--- config.mk ---
export PLATFORM = sky130hd
export DESIGN_NAME = rlepe_encap
export DESIGN_NICKNAME = d
export VERILOG_FILES = /design/src/rtl/rlepe_pkg.sv /design/src/rtl/rlepe_encap.sv
export VERILOG_INCLUDE_DIRS = /design/src /design/src/rtl
export SDC_FILE = /design/constraint.sdc
export NUM_CORES = 1
export LEC_CHECK = 0
export BUFFER_PORTS_ARGS = -buffer_cell sky130_fd_sc_hd__buf_2
export CORE_MARGIN = 5
export CORE_UTILIZATION = 35
export CTS_BUF_LIST = sky130_fd_sc_hd__clkbuf_8 sky130_fd_sc_hd__clkbuf_16
export DETAILED_ROUTE_END_ITERATION = 8
export PLACE_DENSITY = 0.53
export SYNTH_ARGS = -nofsm -noshare
export SYNTH_HDL_FRONTEND = slang
export SYNTH_SLANG_ARGS = --single-unit
--- constraint.sdc ---
create_clock -name mclk -period 8.1 [get_ports mclk]
set_input_delay 0.405 -clock mclk [delete_from_list [all_inputs] [get_ports mclk]]
set_output_delay 0.405 -clock mclk [all_outputs]
set_load 0.005 [all_outputs]
--- src/rtl/rlepe_defs.svh ---
// Offsets, field positions, reset values and fixed codes of the packet encapsulator.
`ifndef RLEPE_DEFS_SVH
`define RLEPE_DEFS_SVH

// ----------------------------------------------------------------------------
// Register offsets (byte addresses)
// ----------------------------------------------------------------------------
`define RLEPE_OFF_CTRL      8'h00
`define RLEPE_OFF_DEFPT     8'h04
`define RLEPE_OFF_COMP0     8'h08
`define RLEPE_OFF_STATUS    8'h18
`define RLEPE_OFF_SENT      8'h1c
`define RLEPE_OFF_DROP      8'h20

// ----------------------------------------------------------------------------
// Field positions and reset values
// ----------------------------------------------------------------------------
`define RLEPE_CTRL_OMIT_BIT    0
`define RLEPE_CTRL_COMP_BIT    1
`define RLEPE_CTRL_CONCAT_BIT  2
`define RLEPE_CTRL_T0SZ_LSB    4
`define RLEPE_CTRL_T0SZ_MSB    7
`define RLEPE_COMP_VALID_BIT   24
`define RLEPE_COMP_CODE_LSB    16
`define RLEPE_COMP_CODE_MSB    23
`define RLEPE_T0SZ_RESET       4'h1
`define RLEPE_DEFPT_RESET      16'h0800

// ----------------------------------------------------------------------------
// Fixed codes and limits
// ----------------------------------------------------------------------------
`define RLEPE_SIG_PTYPE        16'h0082
`define RLEPE_SIG_CODE         8'h42
`define RLEPE_ESC_CODE         8'hff
`define RLEPE_MAX_TOTAL        14'h0fff
`define RLEPE_MAX_COMPLETE     14'h07ff
`define RLEPE_TAG_LEN          4'h1
`define RLEPE_LT1_LEN          4'h3

`endif

--- src/rtl/rlepe_pkg.sv ---
// Types shared by the packet encapsulator and its output buffer.
package rlepe_pkg;

  // ----------------------------------------------------------------------------
  // Packet descriptor presented with each higher layer packet
  // ----------------------------------------------------------------------------
  typedef struct packed {
    logic [15:0] ptype;
    logic        signalling;
    logic        vn_default;
    logic [7:0]  virtual_network_tag;
    logic        concat_hdr;
    logic        frag;
    logic [10:0] frag_len;
    logic [2:0]  frag_id;
    logic [11:0] ext_len;
    logic [11:0] pay_len;
    logic        pad_only;
  } rlepe_desc_type;

  typedef struct packed {
    logic        valid;
    logic [7:0]  code;
    logic [15:0] ptype;
  } rlepe_comp_type;

  typedef struct packed {
    logic [7:0] data;
    logic       last;
  } rlepe_byte_type;

  typedef enum logic [2:0] {
    RLEPE_IDLE  = 3'b000,
    RLEPE_HEAD  = 3'b001,
    RLEPE_LABEL = 3'b010,
    RLEPE_PTYPE = 3'b011,
    RLEPE_BODY  = 3'b100,
    RLEPE_DROP  = 3'b101,
    RLEPE_PAD   = 3'b110
  } rlepe_fsm_type;

endpackage : rlepe_pkg

--- src/rtl/rlepe_encap.sv ---
// Packet encapsulator: label and protocol type coding, length check, header build, output FIFO.
//
// Function
// - Whole higher layer packet goes into the data field, never split or joined.
// - Drop packet whose encapsulated length would exceed 4095 bytes.
// - Send concatenation extension header only when receiver support is configured.
// - Extension headers pass through unchanged, fragmentable like the rest.
// - Label length: type 0 configurable (1 by hub), type 1 three, types 2/3 zero.
// - Signalling uses label type 3, fixed default 0x0082 or compressed 0x42.
// - Label types 0, 1, 2 share the configured default protocol type.
// - Non-default network uses type 0 with one-byte tag; default network type 2.
// - Omit protocol field and set absent flag when the type is the label type's default; type 0 only with a one-byte label.
// - Compression off: insert full two-byte type, high byte first, flag clear.
// - Compression on and table hit: insert one-byte code, flag clear.
// - Compression on, no hit: insert 0xff then full type, flag clear.
// - Total length is protocol field plus label, extension and payload lengths.
// - Total length field only in a start fragment, never in a complete packet.
// - Unused burst space is filled with padding bytes; no burst CRC.
`timescale 1ns/10ps
`default_nettype none
`include "rlepe_defs.svh"

// ----------------------------------------------------------------------------
// Output byte FIFO
// ----------------------------------------------------------------------------
module rlepe_fifo
  import rlepe_pkg::*;
#(
  parameter int WIDTH = 9,
  parameter int DEPTH = 16,
  parameter int AW    = $clog2(DEPTH)
) (
  input  wire logic             mclk,
  input  wire logic             reset_n,
  input  wire logic             in_valid,
  output logic                  in_ready,
  input  wire logic [WIDTH-1:0] in_data,
  output logic                  out_valid,
  input  wire logic             out_ready,
  output logic      [WIDTH-1:0] out_data
);

  typedef struct packed {
    logic [DEPTH-1:0][WIDTH-1:0] mem;
    logic [AW:0]                 wptr;
    logic [AW:0]                 rptr;
  } rlepe_fifo_state_type;

  rlepe_fifo_state_type fifo_reg;
  rlepe_fifo_state_type fifo_next;
  logic                 full;
  logic                 empty;

  assign empty     = (fifo_reg.wptr == fifo_reg.rptr);
  assign full      = (fifo_reg.wptr[AW] != fifo_reg.rptr[AW]) &&
                     (fifo_reg.wptr[AW-1:0] == fifo_reg.rptr[AW-1:0]);
  assign in_ready  = !full;
  assign out_valid = !empty;
  assign out_data  = fifo_reg.mem[fifo_reg.rptr[AW-1:0]];

  always_comb begin
    fifo_next = fifo_reg;
    if (in_valid && !full) begin
      fifo_next.mem[fifo_reg.wptr[AW-1:0]] = in_data;
      fifo_next.wptr = fifo_reg.wptr + 1'b1;
    end
    if (out_ready && !empty) begin
      fifo_next.rptr = fifo_reg.rptr + 1'b1;
    end
  end

  always_ff @(posedge mclk or negedge reset_n) begin
    if (!reset_n) begin
      fifo_reg <= '0;
    end else begin
      fifo_reg <= fifo_next;
    end
  end

endmodule : rlepe_fifo

// ----------------------------------------------------------------------------
// Encapsulator top
// ----------------------------------------------------------------------------
module rlepe_encap
  import rlepe_pkg::*;
#(
  parameter int FIFO_DEPTH = 16,
  parameter int COMP_N     = 4
) (
  input  wire logic           mclk,
  input  wire logic           reset_n,
  input  wire logic [7:0]     reg_addr,
  input  wire logic [31:0]    reg_wdata,
  input  wire logic           reg_wr,
  input  wire logic           reg_rd,
  output logic      [31:0]    reg_rdata,
  input  wire logic           desc_valid,
  output logic                desc_ready,
  input  wire rlepe_desc_type desc,
  input  wire logic           in_valid,
  output logic                in_ready,
  input  wire logic [7:0]     in_data,
  output logic                out_valid,
  input  wire logic           out_ready,
  output logic      [7:0]     out_data,
  output logic                out_last
);

  typedef struct packed {
    rlepe_fsm_type                   fsm;
    logic                            allow_omit;
    logic                            use_comp;
    logic                            concat_ok;
    logic [3:0]                      t0_size;
    logic [15:0]                     def_ptype;
    logic [COMP_N-1:0][24:0]         table_ent;
    logic [12:0]                     cnt;
    logic [13:0]                     rem;
    logic [3:0][7:0]                 hdr;
    logic [2:0]                      hdr_n;
    logic [3:0]                      lbl_n;
    logic                            lbl_tag;
    logic [7:0]                      tag;
    logic [2:0][7:0]                 pt;
    logic [1:0]                      pt_n;
    logic [12:0]                     body_n;
    logic [15:0]                     sent_cnt;
    logic [15:0]                     drop_cnt;
    logic [31:0]                     rdata;
  } rlepe_state_type;

  rlepe_state_type s_reg;
  rlepe_state_type s_next;
  logic            f_valid;
  logic            f_ready;
  rlepe_byte_type  f_data;
  rlepe_byte_type  f_out;

  // Sum of extension, payload, label and protocol field lengths at 14 bits.
  function automatic logic [13:0] rlepe_len14(input logic [11:0] a, input logic [11:0] b,
                                               input logic [3:0] c, input logic [1:0] d);
    rlepe_len14 = 14'(a) + 14'(b) + 14'(c) + 14'(d);
  endfunction : rlepe_len14

  assign desc_ready = (s_reg.fsm == RLEPE_IDLE);
  assign reg_rdata  = s_reg.rdata;
  assign out_data   = f_out.data;
  assign out_last   = f_out.last;

  always_comb begin
    logic [1:0]  lt;
    logic [15:0] dflt;
    logic        omit;
    logic        hit;
    logic [7:0]  code;
    logic [13:0] total;
    logic [12:0] body;
    logic        bad;
    lt       = 2'd0;
    dflt     = 16'h0;
    omit     = 1'b0;
    hit      = 1'b0;
    code     = 8'h0;
    total    = 14'h0;
    body     = 13'h0;
    bad      = 1'b0;
    s_next   = s_reg;
    f_valid  = 1'b0;
    f_data   = '0;
    in_ready = 1'b0;

    // ----------------------------------------------------------------------------
    // Register port
    // ----------------------------------------------------------------------------
    s_next.rdata = 32'h0;
    if (reg_rd) begin
      case (reg_addr)
        `RLEPE_OFF_CTRL:   s_next.rdata = {24'h0, s_reg.t0_size, 1'b0, s_reg.concat_ok,
                                           s_reg.use_comp, s_reg.allow_omit};
        `RLEPE_OFF_DEFPT:  s_next.rdata = {16'h0, s_reg.def_ptype};
        `RLEPE_OFF_STATUS: s_next.rdata = {29'h0, s_reg.fsm};
        `RLEPE_OFF_SENT:   s_next.rdata = {16'h0, s_reg.sent_cnt};
        `RLEPE_OFF_DROP:   s_next.rdata = {16'h0, s_reg.drop_cnt};
        default: begin
          for (int i = 0; i < COMP_N; i++) begin
            if (reg_addr == `RLEPE_OFF_COMP0 + 8'(4 * i)) begin
              s_next.rdata = {7'h0, s_reg.table_ent[i]};
            end
          end
        end
      endcase
    end
    if (reg_wr) begin
      case (reg_addr)
        `RLEPE_OFF_CTRL: begin
          s_next.allow_omit = reg_wdata[`RLEPE_CTRL_OMIT_BIT];
          s_next.use_comp   = reg_wdata[`RLEPE_CTRL_COMP_BIT];
          s_next.concat_ok  = reg_wdata[`RLEPE_CTRL_CONCAT_BIT];
          s_next.t0_size    = reg_wdata[`RLEPE_CTRL_T0SZ_MSB:`RLEPE_CTRL_T0SZ_LSB];
        end
        `RLEPE_OFF_DEFPT: s_next.def_ptype = reg_wdata[15:0];
        default: begin
          for (int i = 0; i < COMP_N; i++) begin
            if (reg_addr == `RLEPE_OFF_COMP0 + 8'(4 * i)) begin
              s_next.table_ent[i] = reg_wdata[24:0];
            end
          end
        end
      endcase
    end

    // ----------------------------------------------------------------------------
    // Encapsulation sequence
    // ----------------------------------------------------------------------------
    case (s_reg.fsm)
      RLEPE_IDLE: begin
        if (desc_valid && desc.pad_only) begin
          s_next.cnt = 13'(desc.pay_len);
          if (desc.pay_len != 12'h0) begin
            s_next.fsm = RLEPE_PAD;
          end
        end else if (desc_valid) begin
          s_next.tag = desc.virtual_network_tag;
          if (desc.signalling) begin
            lt   = 2'd3;
            dflt = `RLEPE_SIG_PTYPE;
            s_next.lbl_n = 4'h0;
          end else if (desc.vn_default) begin
            lt   = 2'd2;
            dflt = s_reg.def_ptype;
            s_next.lbl_n = 4'h0;
          end else begin
            lt   = 2'd0;
            dflt = s_reg.def_ptype;
            s_next.lbl_n = s_reg.t0_size;
          end
          omit = s_reg.allow_omit && (desc.ptype == dflt) &&
                 (desc.signalling || desc.vn_default || s_reg.t0_size == `RLEPE_TAG_LEN);
          for (int i = 0; i < COMP_N; i++) begin
            if (s_reg.table_ent[i][`RLEPE_COMP_VALID_BIT] &&
                s_reg.table_ent[i][15:0] == desc.ptype && !hit) begin
              hit  = 1'b1;
              code = s_reg.table_ent[i][`RLEPE_COMP_CODE_MSB:`RLEPE_COMP_CODE_LSB];
            end
          end
          if (desc.signalling && desc.ptype == `RLEPE_SIG_PTYPE) begin
            hit  = 1'b1;
            code = `RLEPE_SIG_CODE;
          end
          if (omit) begin
            s_next.pt_n = 2'd0;
            s_next.pt   = '0;
          end else if (!s_reg.use_comp) begin
            s_next.pt_n = 2'd2;
            s_next.pt   = {desc.ptype, 8'h0};
          end else if (hit) begin
            s_next.pt_n = 2'd1;
            s_next.pt   = {code, 16'h0};
          end else begin
            s_next.pt_n = 2'd3;
            s_next.pt   = {`RLEPE_ESC_CODE, desc.ptype};
          end
          total = rlepe_len14(desc.ext_len, desc.pay_len, s_next.lbl_n, s_next.pt_n);
          body  = 13'(desc.ext_len) + 13'(desc.pay_len);
          bad = (total > `RLEPE_MAX_TOTAL) || (!desc.frag && total > `RLEPE_MAX_COMPLETE);
          bad = bad || (desc.concat_hdr && !s_reg.concat_ok);
          s_next.body_n = body;
          if (bad) begin
            s_next.drop_cnt = s_reg.drop_cnt + 16'h1;
            s_next.cnt      = body;
            if (body != 13'h0) begin
              s_next.fsm = RLEPE_DROP;
            end
          end else if (desc.frag) begin
            s_next.hdr   = {1'b1, 1'b0, desc.frag_len, desc.frag_id,
                            total[12:0], lt, omit};
            s_next.hdr_n = 3'd4;
            s_next.rem   = total + 14'd4;
            s_next.cnt   = 13'h0;
            s_next.fsm   = RLEPE_HEAD;
          end else begin
            s_next.hdr   = {1'b1, 1'b1, total[10:0], lt, omit, 16'h0};
            s_next.hdr_n = 3'd2;
            s_next.rem   = total + 14'd2;
            s_next.cnt   = 13'h0;
            s_next.fsm   = RLEPE_HEAD;
          end
        end
      end
      RLEPE_HEAD: begin
        f_valid = 1'b1;
        f_data  = '{data: s_reg.hdr[2'(3 - s_reg.cnt[1:0])], last: s_reg.rem == 14'h1};
        if (f_ready) begin
          s_next.rem = s_reg.rem - 14'h1;
          s_next.cnt = s_reg.cnt + 13'h1;
          if (s_reg.cnt == 13'(s_reg.hdr_n) - 13'h1) begin
            s_next.cnt = 13'h0;
            s_next.fsm = RLEPE_LABEL;
          end
        end
      end
      RLEPE_LABEL: begin
        if (s_reg.lbl_n == 4'h0) begin
          s_next.fsm = RLEPE_PTYPE;
        end else begin
          f_valid = 1'b1;
          f_data  = '{data: (s_reg.cnt == 13'h0) ? s_reg.tag : 8'h0,
                      last: s_reg.rem == 14'h1};
          if (f_ready) begin
            s_next.rem = s_reg.rem - 14'h1;
            s_next.cnt = s_reg.cnt + 13'h1;
            if (s_reg.cnt == 13'(s_reg.lbl_n) - 13'h1) begin
              s_next.cnt = 13'h0;
              s_next.fsm = RLEPE_PTYPE;
            end
          end
        end
      end
      RLEPE_PTYPE: begin
        if (s_reg.pt_n == 2'd0) begin
          s_next.fsm = RLEPE_BODY;
        end else begin
          f_valid = 1'b1;
          f_data  = '{data: s_reg.pt[2'(2 - s_reg.cnt[1:0])], last: s_reg.rem == 14'h1};
          if (f_ready) begin
            s_next.rem = s_reg.rem - 14'h1;
            s_next.cnt = s_reg.cnt + 13'h1;
            if (s_reg.cnt == 13'(s_reg.pt_n) - 13'h1) begin
              s_next.cnt = 13'h0;
              s_next.fsm = RLEPE_BODY;
            end
          end
        end
      end
      RLEPE_BODY: begin
        if (s_reg.body_n == 13'h0) begin
          s_next.sent_cnt = s_reg.sent_cnt + 16'h1;
          s_next.fsm      = RLEPE_IDLE;
        end else begin
          in_ready = f_ready;
          f_valid  = in_valid;
          f_data   = '{data: in_data, last: s_reg.rem == 14'h1};
          if (in_valid && f_ready) begin
            s_next.rem = s_reg.rem - 14'h1;
            s_next.cnt = s_reg.cnt + 13'h1;
            if (s_reg.cnt == s_reg.body_n - 13'h1) begin
              s_next.sent_cnt = s_reg.sent_cnt + 16'h1;
              s_next.fsm      = RLEPE_IDLE;
            end
          end
        end
      end
      RLEPE_DROP: begin
        in_ready = 1'b1;
        if (in_valid) begin
          s_next.cnt = s_reg.cnt - 13'h1;
          if (s_reg.cnt == 13'h1) begin
            s_next.fsm = RLEPE_IDLE;
          end
        end
      end
      RLEPE_PAD: begin
        f_valid = 1'b1;
        f_data  = '{data: 8'h0, last: s_reg.cnt == 13'h1};
        if (f_ready) begin
          s_next.cnt = s_reg.cnt - 13'h1;
          if (s_reg.cnt == 13'h1) begin
            s_next.fsm = RLEPE_IDLE;
          end
        end
      end
      default: s_next.fsm = RLEPE_IDLE;
    endcase
  end

  // ----------------------------------------------------------------------------
  // State register
  // ----------------------------------------------------------------------------
  always_ff @(posedge mclk or negedge reset_n) begin
    if (!reset_n) begin
      s_reg           <= '0;
      s_reg.fsm       <= RLEPE_IDLE;
      s_reg.t0_size   <= `RLEPE_T0SZ_RESET;
      s_reg.def_ptype <= `RLEPE_DEFPT_RESET;
    end else begin
      s_reg <= s_next;
    end
  end

  // The buffer decouples the burst packer; when it fills, the sequence and the input stall.
  rlepe_fifo #(
    .WIDTH (9),
    .DEPTH (FIFO_DEPTH)
  ) u_fifo (
    .mclk      (mclk),
    .reset_n   (reset_n),
    .in_valid  (f_valid),
    .in_ready  (f_ready),
    .in_data   (f_data),
    .out_valid (out_valid),
    .out_ready (out_ready),
    .out_data  (f_out)
  );

endmodule : rlepe_encap
`default_nettype wire

==> run metrics <==
core region area between 70000 and 80000 µm²; CTS sink cnt 448; antenna viol nets, final 0; PnR worst setup slack 0.774 ns; DRC violation count after routing 0; gr usage total 20.4%; sequential cell area fraction in the yosys report 44.6%; reg-to-reg endpoint s_reg[172]; Reg-to-Reg Start s_reg[239]; post-synth top area share between 40% and 50%; logic gate share of total power 34.6%; initial drt markers 1537; Placed Instances 3434; port bufs 151; Synth area leader dfrtp_1; Distinct cells, synth between 80 and 90; DP Worst Slack around 0.76 ns; Final setup viols 0; min Tclk post-route 7.33 ns; critical hold path startpoint reg_wdata[18]; ys async rst share 100%; Ant. Diodes 0; GPL Wtd Cong 0.902; Worst slew margin approximately 20%; CP Capture Type flop; cell family with most CP delay compound AO/OA/AOI/OAI gates; vias per cell approximately 5.6; Tot Pwr 8.86 mW; vias between 15k and 20k; antenna violations before repair 4; RSZ-0062 raised after global routing no; clk root buf clkbuf_16; final wirelength 80.4 mm; Die Wd 278 µm; Synth Instances 2496; most common flop cell mapped by yosys dfrtp_1; Cell Pwr Density around 310 nW/µm²; YS warnings 0; crit path kind flop to flop; FF+latch count, synth ~450; Max VDD drop roughly 0.30 mV; MaxCap Viol Count 0; number of core rows 98; Starting Density between 30% and 40%; count leader, synth dfrtp_1; Worst Path Max Fanout 13; Worst EP required 8.53 ns; Hold Path Sink s_reg[221]; Buf+Inv Stages, Crit Path 2; Tcrit/Tclk final 90.5%; Detailed Place HPWL 56.7 mm; Most common cell on crit path fa_1; TritonCTS buffer count 52; flop2flop setup slack 0.77 ns; Slowest Stage Delay on Critical Path 0.65 ns; die height ~280 µm; Post-CTS Setup Inserts 0; synthesis-to-layout area growth 12.9%; skew final 0.0251 ns; gr ovfl total 0; DR WL/cell ~23 µm; clock slew at the register clock pins of the worst setup and hold paths 0.06 ns; final core occ around 40%; share of cells above drive strength 1 20.0%; worst slew pin tran 1.20 ns; internal power 5.56 mW; fin. max-slew vios 0; fill count 7097; leakage between 10 and 15 nW; fmax between 0.1 and 0.15 GHz; sw power 3.30 mW; synth cell count leaders dfrtp_1 (446), nand2_1 (261), o21ai_0 (217); Hold Path Stages 3; Slowest-stage cell, CP a21oi_1; first-pass GRT wire length roughly 120 mm; H-tree levels 2; vias in the first global route 20.1k; status finished clean; CTS Buffer Depth 3; FF-to-FF path depth 22; post-route insts no fill 3530; Hold Crit Class input pin to flop; full die area just under 80000 µm²; CP Launch Type flop; largest net degree at the start of global routing 177; drt pass-1 iters 7; Seq pwr share 37.4%; syn avg cell area about 10 µm²; critical-path cell list xor2_1, nor4_1, nand2_1, nor4_1, buf_4, nor3_1, nand3_1, nand2_1, o21ai_0, fa_1, inv_1, fa_1, ha_1, fa_1, a211oi_1, o211ai_1, a41oi_1, mux2i_1, a21oi_1, a21oi_1, a221oi_1, nor3_1; CTS tree yes; hold_buf cts 1; TNS Setup 0 ns; critical path depth 22; Clock power frac roughly 28%; clk_lat worst skew 0.59 ns; top post-synthesis cells by area dfrtp_1 (44%), mux2_2 (6.9%), mux4_2 (4.7%); Fin. Hold Viols 0; max reg flops 269; critical path data arrival time 7.76 ns; Post-synth EDFFs 0; layout net count approximately 2.7k; Post-Synthesis Cell Area 25200 µm²; post-cts sizing count 0; Sw Share 37.2%; Top Ports between 150 and 200
==> layer usage <==
metal  vias up  share of wire [%]  GRT usage (%)
met2       629                 49           34.4
li1       9059                  -              -
met1      9850                 43           27.7
met3       145                5.5           2.75
met5         -              0.016              0
met4         2                3.0           5.74
==> through the flow <==
stage	hold WS, ns	area (µm²)
finish	0.0610	28400
global route	0.0461	28400
CTS	0.0238	28400
detailed placement	0.453	26500
global placement	0.448	26500
floorplan	0.109	25200
==> power by group through the flow <==
stage          sequential [mW]  clock [mW]  combinational, mW
2_1_floorplan             3.05           0               2.39
3_3_place_gp              3.32           0               3.00
3_5_place_dp              3.35           0               3.06
4_1_cts                   3.31        2.55               3.07
5_1_grt                   3.40        2.64               3.40
6_report                  3.31        2.48               3.06
==> worst reg2reg max path, delay by kind of cell, from the launching register on <==
| family | cells | cell delay (ns) |
|---|---|---|
| AO/OA/AOI/OAI | 7 | 2.96 |
| adder cells (fa/ha/maj) | 4 | 1.62 |
| AND/OR/NAND/NOR | 7 | 1.57 |
| flip-flops | 1 | 0.42 |
| buffers and inverters | 2 | 0.31 |
| XOR/XNOR | 1 | 0.16 |
| multiplexers | 1 | 0.13 |
==> logic make-up (layout without fill, tap and decap cells) <==
group / after synthesis / after routing / share of synthesized area, %
DFF: 448 / 448 / 44.6
and+or+nand+nor: 691 / 691 / 13.2
muxes: 224 / 224 / 12.3
buffers and inverters: 286 / 364 / 4.85
xor gates and xnor gates: 172 / 172 / 6.02
other: 1 / 7 / 0.0149
adders and majority gates: 69 / 69 / 3.85
AOI/OAI and AO/OA: 605 / 605 / 15.1
==> cells in the final DEF, fill, tap and decap left out, drive strengths merged, types with 68 or more instances in the layout <==
cell type  instances
a21oi            140
mux2             153
nand2            261
o21ai            217
xor2              68
xnor2            104
dfrtp            446
nor2             137
buf              185
inv               88
==> cell type report <==
| cell class | instances | area, µm² | area share [%] |
|---|---|---|---|
| clock inverter | 27 | 298 | 1.05 |
| sequential | 448 | 11200 | 39.5 |
| clock buffer | 67 | 1530 | 5.39 |
| multi-input combinational | 1768 | 12800 | 45.0 |
| timing repair buffer | 186 | 1060 | 3.72 |
| inverter | 84 | 315 | 1.11 |
| tap | 950 | 1190 | 4.19 |
==> worst max path at each step <==
| stage | startpoint | endpoint | slack, ns |
|---|---|---|---|
| 2_1_floorplan | desc[61] | s_reg[135] | 2.03 |
| 3_3_place_gp | desc[62] | s_reg[132] | 0.79 |
| 3_5_place_dp | desc[62] | s_reg[131] | 0.76 |
| 4_1_cts | s_reg[239] | s_reg[124] | 0.93 |
| 5_1_grt | s_reg[239] | s_reg[132] | 0.39 |
| 6_report | s_reg[239] | s_reg[172] | 0.77 |
Note: power is estimated with default switching activity, not from simulation.
